`config.mk`:
```
export PLATFORM = sky130hd
export DESIGN_NAME = mpp_port
export DESIGN_NICKNAME = d
export VERILOG_FILES = /design/src/mpp_port.v
export VERILOG_INCLUDE_DIRS = /design/src
export SDC_FILE = /design/constraint.sdc
export NUM_CORES = 1
export LEC_CHECK = 0
export BUFFER_PORTS_ARGS = -buffer_cell sky130_fd_sc_hd__buf_2
export CELL_PAD_IN_SITES_DETAIL_PLACEMENT = 1
export CELL_PAD_IN_SITES_GLOBAL_PLACEMENT = 1
export CORE_UTILIZATION = 45
export CTS_BUF_LIST = sky130_fd_sc_hd__clkbuf_8 sky130_fd_sc_hd__clkbuf_16
export CTS_CLUSTER_SIZE = 12
export DETAILED_ROUTE_END_ITERATION = 10
export GPL_ROUTABILITY_DRIVEN = 0
export HOLD_SLACK_MARGIN = 0.06
export PLACE_DENSITY_LB_ADDON = 0.1
export SYNTH_ARGS = -nofsm -noshare
export SYNTH_HDL_FRONTEND = slang
export SYNTH_SLANG_ARGS = --single-unit
export TNS_END_PERCENT = 10
```
`constraint.sdc`:
```
create_clock -name sys_clk_i -period 3.8 [get_ports sys_clk_i]
set_input_delay 0.57 -clock sys_clk_i [delete_from_list [all_inputs] [get_ports sys_clk_i]]
set_output_delay 0.57 -clock sys_clk_i [all_outputs]
set_load 0.05 [all_outputs]
```
`src/mpp_map.vh`:
```
// Constants for the muxed parallel memory port
`ifndef MPP_MAP_VH
`define MPP_MAP_VH
`define MPP_ST_IDLE 3'h0
`define MPP_ST_ADDR 3'h1
`define MPP_ST_ALAT 3'h2
`define MPP_ST_DATA 3'h3
`define MPP_ST_DONE 3'h4
`define MPP_DATA_CYC_RST 5'h02
`define MPP_ALE_POL_RST 1'b1
`endif

```
`src/mpp_port.v`:
```
// Muxed address/data parallel memory port, pin-level sequencer
`timescale 1ns/1ps
`include "mpp_map.vh"
////////////////////////////////////////////////////////////////////////////////
// Behaviour
// - Shared pins carry address or data; latch strobe level marks which.
// - Byte-wide and halfword-wide modes selectable.
// - Byte mode pulses latch strobe when upper address bits change.
// - Latch strobe asserted whenever a new address is placed on pins.
// - Latch strobe active-high after reset; software may make it active-low.
// - Read strobe low during every read, high otherwise.
// - Write strobe low during every write, high otherwise.
// - In flag use all three strobes stay deasserted.
// - Shared pins undriven during and after reset until configured.
module mpp_port #(
    parameter DATA_CYC_W = 5
) (
    // Clock and reset
    input wire sys_clk_i,
    input wire rst_b_i,
    // Configuration
    input wire port_en_i,
    input wire flag_mode_i,
    input wire wide_mode_i,
    input wire ale_active_low_i,
    input wire [DATA_CYC_W-1:0] data_cycles_i,
    // Access request
    input wire req_valid_i,
    input wire req_write_i,
    input wire [23:0] req_addr_i,
    input wire [15:0] req_wdata_i,
    output reg req_ready_o,
    output reg rsp_valid_o,
    output reg [15:0] rsp_rdata_o,
    // Pins
    input wire [15:0] shared_addr_data_pins_i,
    output reg [15:0] shared_addr_data_pins_o,
    output reg shared_addr_data_pins_oe_o,
    output reg rd_b_o,
    output reg wr_b_o,
    output reg ale_o
);

////////////////////////////////////////////////////////////////////////////////
// State codes
localparam [2:0] ST_IDLE = 3'b000;
localparam [2:0] ST_ADDR = 3'b001;
localparam [2:0] ST_ALAT = 3'b010;
localparam [2:0] ST_DATA = 3'b011;
localparam [2:0] ST_DONE = 3'b100;

// Sequencer state
reg [2:0] state_r;
reg [DATA_CYC_W-1:0] cnt_r;
reg write_r;
reg wide_r;

// Captured request
reg [15:0] addr_lo_r;
reg [15:0] wdata_r;

// Copy of the external upper address latch
reg [15:0] upper_address_bits_r;
reg upper_valid_r;
reg ale_pol_r;

// Pin input synchroniser
reg [15:0] din_s1_r;
reg [15:0] din_s2_r;
reg [15:0] din_s3_r;
reg [15:0] din_q_r;

wire cfg_ok = port_en_i && !flag_mode_i;
wire [DATA_CYC_W-1:0] cyc_min = {{(DATA_CYC_W-1){1'b0}}, 1'b1};
wire [DATA_CYC_W-1:0] cyc_load = (data_cycles_i == {DATA_CYC_W{1'b0}})
    ? cyc_min : data_cycles_i;

// Byte mode needs an upper latch phase only on a change or first use
wire need_upper = !wide_mode_i
    && (!upper_valid_r || upper_address_bits_r != req_addr_i[23:8]);

// Request taken on this edge
wire take = cfg_ok && req_valid_i && req_ready_o;

////////////////////////////////////////////////////////////////////////////////
// Per-bit synchroniser; a pin level counts once stages two and three agree
// Limitation: read data needs at least five strobe cycles to pass it
genvar gi;

generate
    for (gi = 0; gi < 16; gi = gi + 1) begin : g_din
        always @(posedge sys_clk_i or negedge rst_b_i) begin
            if (!rst_b_i) begin
                din_s1_r[gi] <= 1'b1;
                din_s2_r[gi] <= 1'b1;
                din_s3_r[gi] <= 1'b1;
                din_q_r[gi] <= 1'b1;
            end else begin
                din_s1_r[gi] <= shared_addr_data_pins_i[gi];
                din_s2_r[gi] <= din_s1_r[gi];
                din_s3_r[gi] <= din_s2_r[gi];
                if (din_s2_r[gi] == din_s3_r[gi]) begin
                    din_q_r[gi] <= din_s3_r[gi];
                end
            end
        end
    end
endgenerate

////////////////////////////////////////////////////////////////////////////////
always @(posedge sys_clk_i or negedge rst_b_i) begin
    if (!rst_b_i) begin
        state_r <= ST_IDLE;
        cnt_r <= {DATA_CYC_W{1'b0}};
        write_r <= 1'b0;
        wide_r <= 1'b0;

        addr_lo_r <= 16'h0000;
        upper_address_bits_r <= 16'h0000;
        upper_valid_r <= 1'b0;
        wdata_r <= 16'h0000;
        ale_pol_r <= `MPP_ALE_POL_RST;

        req_ready_o <= 1'b0;
        rsp_valid_o <= 1'b0;
        rsp_rdata_o <= 16'h0000;

        shared_addr_data_pins_o <= 16'h0000;
        shared_addr_data_pins_oe_o <= 1'b0;
        rd_b_o <= 1'b1;
        wr_b_o <= 1'b1;
        ale_o <= 1'b0;
    end else begin
        // Single-cycle outputs fall back unless a state raises them
        rsp_valid_o <= 1'b0;
        req_ready_o <= 1'b0;

        case (state_r)
        ST_IDLE: begin
            rd_b_o <= 1'b1;
            wr_b_o <= 1'b1;
            // Polarity only changes between accesses to avoid a glitch pulse
            ale_pol_r <= !ale_active_low_i;
            ale_o <= ale_active_low_i;

            if (!cfg_ok) begin
                shared_addr_data_pins_oe_o <= 1'b0;
                upper_valid_r <= 1'b0;
            end else begin
                req_ready_o <= 1'b1;
                if (take) begin
                    req_ready_o <= 1'b0;
                    write_r <= req_write_i;
                    wide_r <= wide_mode_i;
                    addr_lo_r <= wide_mode_i ? req_addr_i[15:0] : {8'h00, req_addr_i[7:0]};
                    wdata_r <= req_wdata_i;
                    shared_addr_data_pins_oe_o <= 1'b1;
                    ale_o <= ale_pol_r;
                    if (need_upper) begin
                        upper_address_bits_r <= req_addr_i[23:8];
                        upper_valid_r <= 1'b1;
                        shared_addr_data_pins_o <= req_addr_i[23:8];
                        state_r <= ST_ALAT;
                    end else begin
                        shared_addr_data_pins_o <= wide_mode_i ? req_addr_i[15:0]
                            : {8'h00, req_addr_i[7:0]};
                        state_r <= ST_ADDR;
                    end
                end
            end
        end

        ST_ALAT: begin
            // Upper latch pulse ends, then the low address gets its own pulse
            ale_o <= ~ale_pol_r;
            shared_addr_data_pins_o <= addr_lo_r;
            state_r <= ST_DONE;
        end

        ST_DONE: begin
            ale_o <= ale_pol_r;
            state_r <= ST_ADDR;
        end

        ST_ADDR: begin
            ale_o <= ~ale_pol_r;
            cnt_r <= cyc_load;
            // Pins keep the write data afterwards; a read frees them at once
            if (write_r) begin
                shared_addr_data_pins_o <= wide_r ? wdata_r : {8'h00, wdata_r[7:0]};
                wr_b_o <= 1'b0;
            end else begin
                shared_addr_data_pins_oe_o <= 1'b0;
                rd_b_o <= 1'b0;
            end
            state_r <= ST_DATA;
        end

        ST_DATA: begin
            if (cnt_r == cyc_min) begin
                rd_b_o <= 1'b1;
                wr_b_o <= 1'b1;
                // Byte reads return only the low lane
                if (!write_r) begin
                    rsp_rdata_o <= wide_r ? din_q_r : {8'h00, din_q_r[7:0]};
                end
                rsp_valid_o <= 1'b1;
                state_r <= ST_IDLE;
            end else begin
                cnt_r <= cnt_r - cyc_min;
            end
        end

        default: begin
            state_r <= ST_IDLE;
        end
        endcase
    end
end

endmodule // mpp_port

```
-- Yosys cells after proc, flatten, opt, wreduce, memory -nomap -nowiden
Index checks and enable logic that the tools add are counted.
- ROM bits: 0
- register bits: 162
- memories kept: 0
- memory bits (writable): 0
- word-level logic and storage cells: 177
- input bits: 69
- bits in latches: 0
- output and inout bits: 38
- equal/unequal tests: 31
- multiply operators: 0
- order comparisons: 0
- div/mod/pow operators: 0
- shifts and indexed selects: 0
- add/subtract/negate cells: 1
- reduce and logical (&&, ||, !) cells: 27
- mux-type cells: 35
- bitwise gates (word level): 2
- operator list (cell ; count):
    two-way mux 16 bit ; 7
    case mux 16 bit (3 select lines) ; 1
    AND reduction 3 bit ; 7
    equality test 1 bit ; 16
    inequality test 16 bit ; 1
    two-way mux 1 bit ; 15
    case mux 3 bit (5 select lines) ; 1
    inequality test 2 bit, second input constant ; 6
    two-way mux 5 bit ; 2
    case mux 5 bit (2 select lines) ; 1
    two-way mux 3 bit ; 3
    case mux 1 bit (3 select lines) ; 3
    nonzero test 3 bit ; 3
    AND reduction 4 bit ; 2
    equality test 3 x 2 -> 1 bit, second input constant ; 2
    equality test 5 x 1 -> 1 bit, second input constant ; 1
    logical NOT 5 bit ; 1
    subtractor 5 x 1 -> 5 bit, second input constant ; 1
    logical AND 1 bit ; 4
    logical NOT 1 bit ; 4
    inequality test 2 x 1 -> 1 bit, second input constant ; 2
    nonzero test 2 bit ; 2
    equality test 3 x 1 -> 1 bit, second input constant ; 1
    equality test 3 bit, second input constant ; 1
    8 further kinds ; 9

-- Logic depth before layout (Yosys ltp)
- depth in word-level cells: 7
- mapped depth: 8
- mapped depth without buffers: 6

-- Least setup slack after synthesis
No wires, ideal clock.
- path type: input to register
- start: input port req_addr_i[11]
- end: register upper_address_bits_r[10]
- slack: 1683 ps
- required time: 3675 ps
- data arrival time: 1992 ps
- cell stages on the path: 6
- buffers on the path: 1
- cells stage by stage: xor2_1 nor4_4 nand3_4 o211ai_4 buf_8 mux2_4
- cells in the longest elaborated chain, start to end: 4
- ends and longest elaborated chain (what ; line ; source):
    start, declared ; mpp_port.v:30 ; input wire [23:0] req_addr_i,
    inequality test 16 bit ; mpp_port.v:80 ; && (!upper_valid_r || upper_address_bits_r != req_addr_i[23:8]);
    logical OR 1 bit ; mpp_port.v:80 ;
    logical AND 1 bit ; mpp_port.v:80 ;
    AND reduction 4 bit (no source line) ; n/a ;
    end signal, assigned ; mpp_port.v:160 ; upper_address_bits_r <= req_addr_i[23:8];
    end, declared ; mpp_port.v:63 ; reg [15:0] upper_address_bits_r;
No other way between the ends.
A chain may end at the register's enable or synchronous reset.

-- Worst setup path in the final report
- start: register upper_address_bits_r[3]
- end: register upper_address_bits_r[0]
- cells in the longest elaborated chain, start to end: 4
- ends and longest elaborated chain (what ; line):
    inequality test 16 bit ; mpp_port.v:80
    logical OR 1 bit ; mpp_port.v:80
    logical AND 1 bit ; mpp_port.v:80
    AND reduction 4 bit (no source line) ; n/a
No other way between the ends.

==> impl_results.md <==
* Psw at 2.21 mW
* CTS Sinks at 162
* H-tree levels at 4
* Vias in the first global route at 5,104
* Antenna Cells at 0
* Area contributors post-synth: dfrtp_1 35%, dfstp_2 26%, nand2_1 7.1%
* CTS tree: built
* Distinct cell type count after synthesis at 52
* Syn. warnings at 0
* Cells along the critical path: xor2_1 > nor4_4 > nand3_4 > o211ai_4 > mux2_2
* Crit path DAT at 2.83 ns
* Worst-case vdd ir drop at 0.000357 V
* Worst-skew pair later-pin latency at 0.43 ns
* Share of cells above drive strength 1 at 35.9%
* Final hold viol count at 0
* Seq pwr share at 41.9%
* Top Ports at 107
* Core box area at 0.0146 mm^2
* Die X at 124 um
* Setup TNS at 0 ns
* Grt ovf at 0
* WL met1 at 7670 um
* DIE AREA at 0.0155 mm^2
* CP Launch Type: flip-flop
* Final Cell Area at 0.00802 mm^2
* Post-placement cell area at 0.00743 mm^2
* Initial core utilization at 46.2%
* Clock Pin Slew Worst Setup and Hold Paths at 0.06 ns
* Worst reg2reg endpoint: upper_address_bits_r[0]
* Initial DRC Count at 235
* Post-synth EDFFs at 0
* Critical R2R Launch: upper_address_bits_r[3]
* Clk_skew at 0.00760 ns
* Final min period at 2.52 ns
* Mapped Cells at 574
* WS Path Type: reg -> reg
* Slew margin rel. at 33.8%
* CP peak stage delay at 0.71 ns
* Antenna Nets Post-Route at 0
* CTS buffer count at 17
* Unrepaired setup endpoints after global routing: false
* Synth Area per Inst at 11.7 um^2
* Internal power at 3.75 mW
* Cell taking the most area after synthesis: dfrtp_1
* Slew Limit Fails at 0
* Clock power share at 28.5%
* Tot GR Track Use at 23.0%
* Via count at 4,786
* Combinational Power Share at 29.6%
* Final worst setup slack at 1.28 ns
* Largest net degree at the start of global routing at 106
* Leakage Power at 3.68 nW
* Area Growth Syn to Fin at 18.9%
* WL final at 16,700 um
* Initial DRT Pass Iterations at 4
* Switching share of power at 37.0%
* Final setup fails at 0
* # Max-Cap Violations at 0
* Status: complete, no violations
* Critical Path Sink: upper_address_bits_r[0]
* WP buf/inv at 0
* Syn nets at 645
* Post-DP HPWL at 11,100 um
* Fin crit share at 66.3%
* CTS Root Cell: clkbuf_16
* Pre-CTS setup slack at 0.959 ns
* Cell Area, Synth at 0.00674 mm^2
* CP Max Fanout at 27
* DR WL met3 at 680 um
* DRC at 0
* #FFs+latches synth at 162
* Measured slew at the worst slew-check pin at 0.993 ns
* Setup Buffers After CTS at 0
* Top Family by Delay on Critical Path: compound AO/OA/AOI/OAI gates
* Wire per inst at 19.2 um
* R2R cell count at 5
* Routed vias/inst at 5.50
* Top routing layer in use: met4
* Post-CTS sizing at 0
* Wire length on met2 at 8000 um
* Initial antenna violation count at 0
* First-pass GRT wire length at 27,400 um
* Layout Nets at 744
* Sequential area share after synthesis at 61.4%
* Die Ht at 124 um
* WP depth at 5
* CP required at 4.11 ns
* Hold-fix buffers at CTS at 0
* Clk buf depth at 2
* Main synth FF type: dfrtp_1
* Post-synth top area share at 35.3%
* CP Capture Type: flip-flop
* Slowest CP cell: o211ai_4
* Peak Freq at 397 MHz
* Reg2reg setup slack at 1.28 ns
* Site Rows at 44
* Async S/R FF share, synth at 100%
* HP Class: in -> reg
* Setup crit start: upper_address_bits_r[3]
* Power per cell area at 742 mW/mm^2
* Port Buf Inserts at 106
[layer usage]
metal / vias up / GRT usage [%]
met4: 0 / 7.51
li1: 2206 / -
met1: 2442 / 30.9
met5: - / 0
met2: 117 / 36.7
met3: 21 / 5.63
[Yosys cell counts, types with 2 or more instances]
cell / n
a21oi_1: 2
o2111ai_1: 16
xnor2_1: 4
a31oi_1: 2
and2_1: 3
o21ai_0: 42
inv_1: 12
nor2_1: 15
mux2i_1: 8
a22o_1: 8
mux2_4: 9
xor2_1: 16
buf_1: 2
dfstp_2: 67
o21bai_1: 9
dfrtp_1: 95
clkbuf_1: 25
a41oi_1: 8
nor3_1: 7
o31a_1: 8
nand2_1: 128
a32oi_1: 10
nand2b_1: 3
o211ai_1: 10
maj3_1: 16
or3_1: 2
ha_1: 2
mux2_2: 15
nor4_2: 2
buf_2: 6
[final cells by class]
class | instances | area [um^2]
fillers | 1561 | 6570
flip-flops and latches | 162 | 4140
multi-input cells | 364 | 2400
repair buffers | 115 | 617
clock buffers | 19 | 453
well taps | 184 | 230
clock inverters | 13 | 135
inverters | 13 | 48.8
[stage by stage]
step	hold WS (ns)	power, mW	utilization [%]	instances
floorplan	0.274	3.71	-	574
global placement	0.346	4.20	50.9	838
detailed placement	0.347	4.27	50.9	838
CTS	0.214	6.01	55.0	870
global route	0.208	6.27	55.0	870
finish	0.235	5.95	55.0	870
[cells by family (layout without fill, tap and decap cells)]
family | Yosys count | after routing | synth area share [%]
xor gates and xnor gates | 20 | 20 | 2.60
buffers and inverters | 48 | 160 | 3.06
muxes | 32 | 32 | 5.70
adders and majority gates | 18 | 18 | 2.75
DFF | 162 | 162 | 61.4
and+or+nand+nor | 170 | 170 | 11.2
AOI/OAI and AO/OA | 124 | 124 | 13.4
[power by group through the flow]
stage | combinational [mW] | clock, mW | sequential [mW]
global placement | 1.71 | 0 | 2.49
detailed placement | 1.76 | 0 | 2.51
global route | 1.91 | 1.81 | 2.54
finish | 1.76 | 1.70 | 2.49
floorplan | 0.923 | 0 | 2.78
CTS | 1.78 | 1.74 | 2.49
[layout by cell type, fill, tap and decap left out, drive strengths merged, types with 3 or more instances in the layout]
cell | netlist | layout
xnor2 | 4 | 4
dfstp | 67 | 67
a32oi | 10 | 10
xor2 | 16 | 16
clkinv | 1 | 5
o21bai | 9 | 9
clkbuf | 25 | 19
o21ai | 42 | 42
clkinvlp | 0 | 3
and2 | 3 | 3
nor2 | 16 | 16
o211ai | 11 | 11
mux2 | 24 | 24
nor3 | 7 | 7
o31a | 8 | 8
a22o | 8 | 8
nand2 | 128 | 128
inv | 12 | 16
buf | 10 | 115
nand2b | 3 | 3
a41oi | 8 | 8
mux2i | 8 | 8
maj3 | 16 | 16
nor4 | 4 | 4
a21oi | 3 | 3
dfrtp | 95 | 95
o2111ai | 16 | 16
[worst min path at each step]
stage | start | to | slack, ns | cells after the start
6_report | shared_addr_data_pins_i[11] | din_s1_r[11] | 0.23 | 1
5_1_grt | shared_addr_data_pins_i[11] | din_s1_r[11] | 0.21 | 1
4_1_cts | shared_addr_data_pins_i[11] | din_s1_r[11] | 0.21 | 1
3_5_place_dp | din_s1_r[15] | din_s2_r[15] | 0.35 | 0
3_3_place_gp | din_s1_r[11] | din_s2_r[11] | 0.35 | 0
2_1_floorplan | rst_b_i | addr_lo_r[0] | 0.27 | 0
Power figures use the tool's default switching activity.
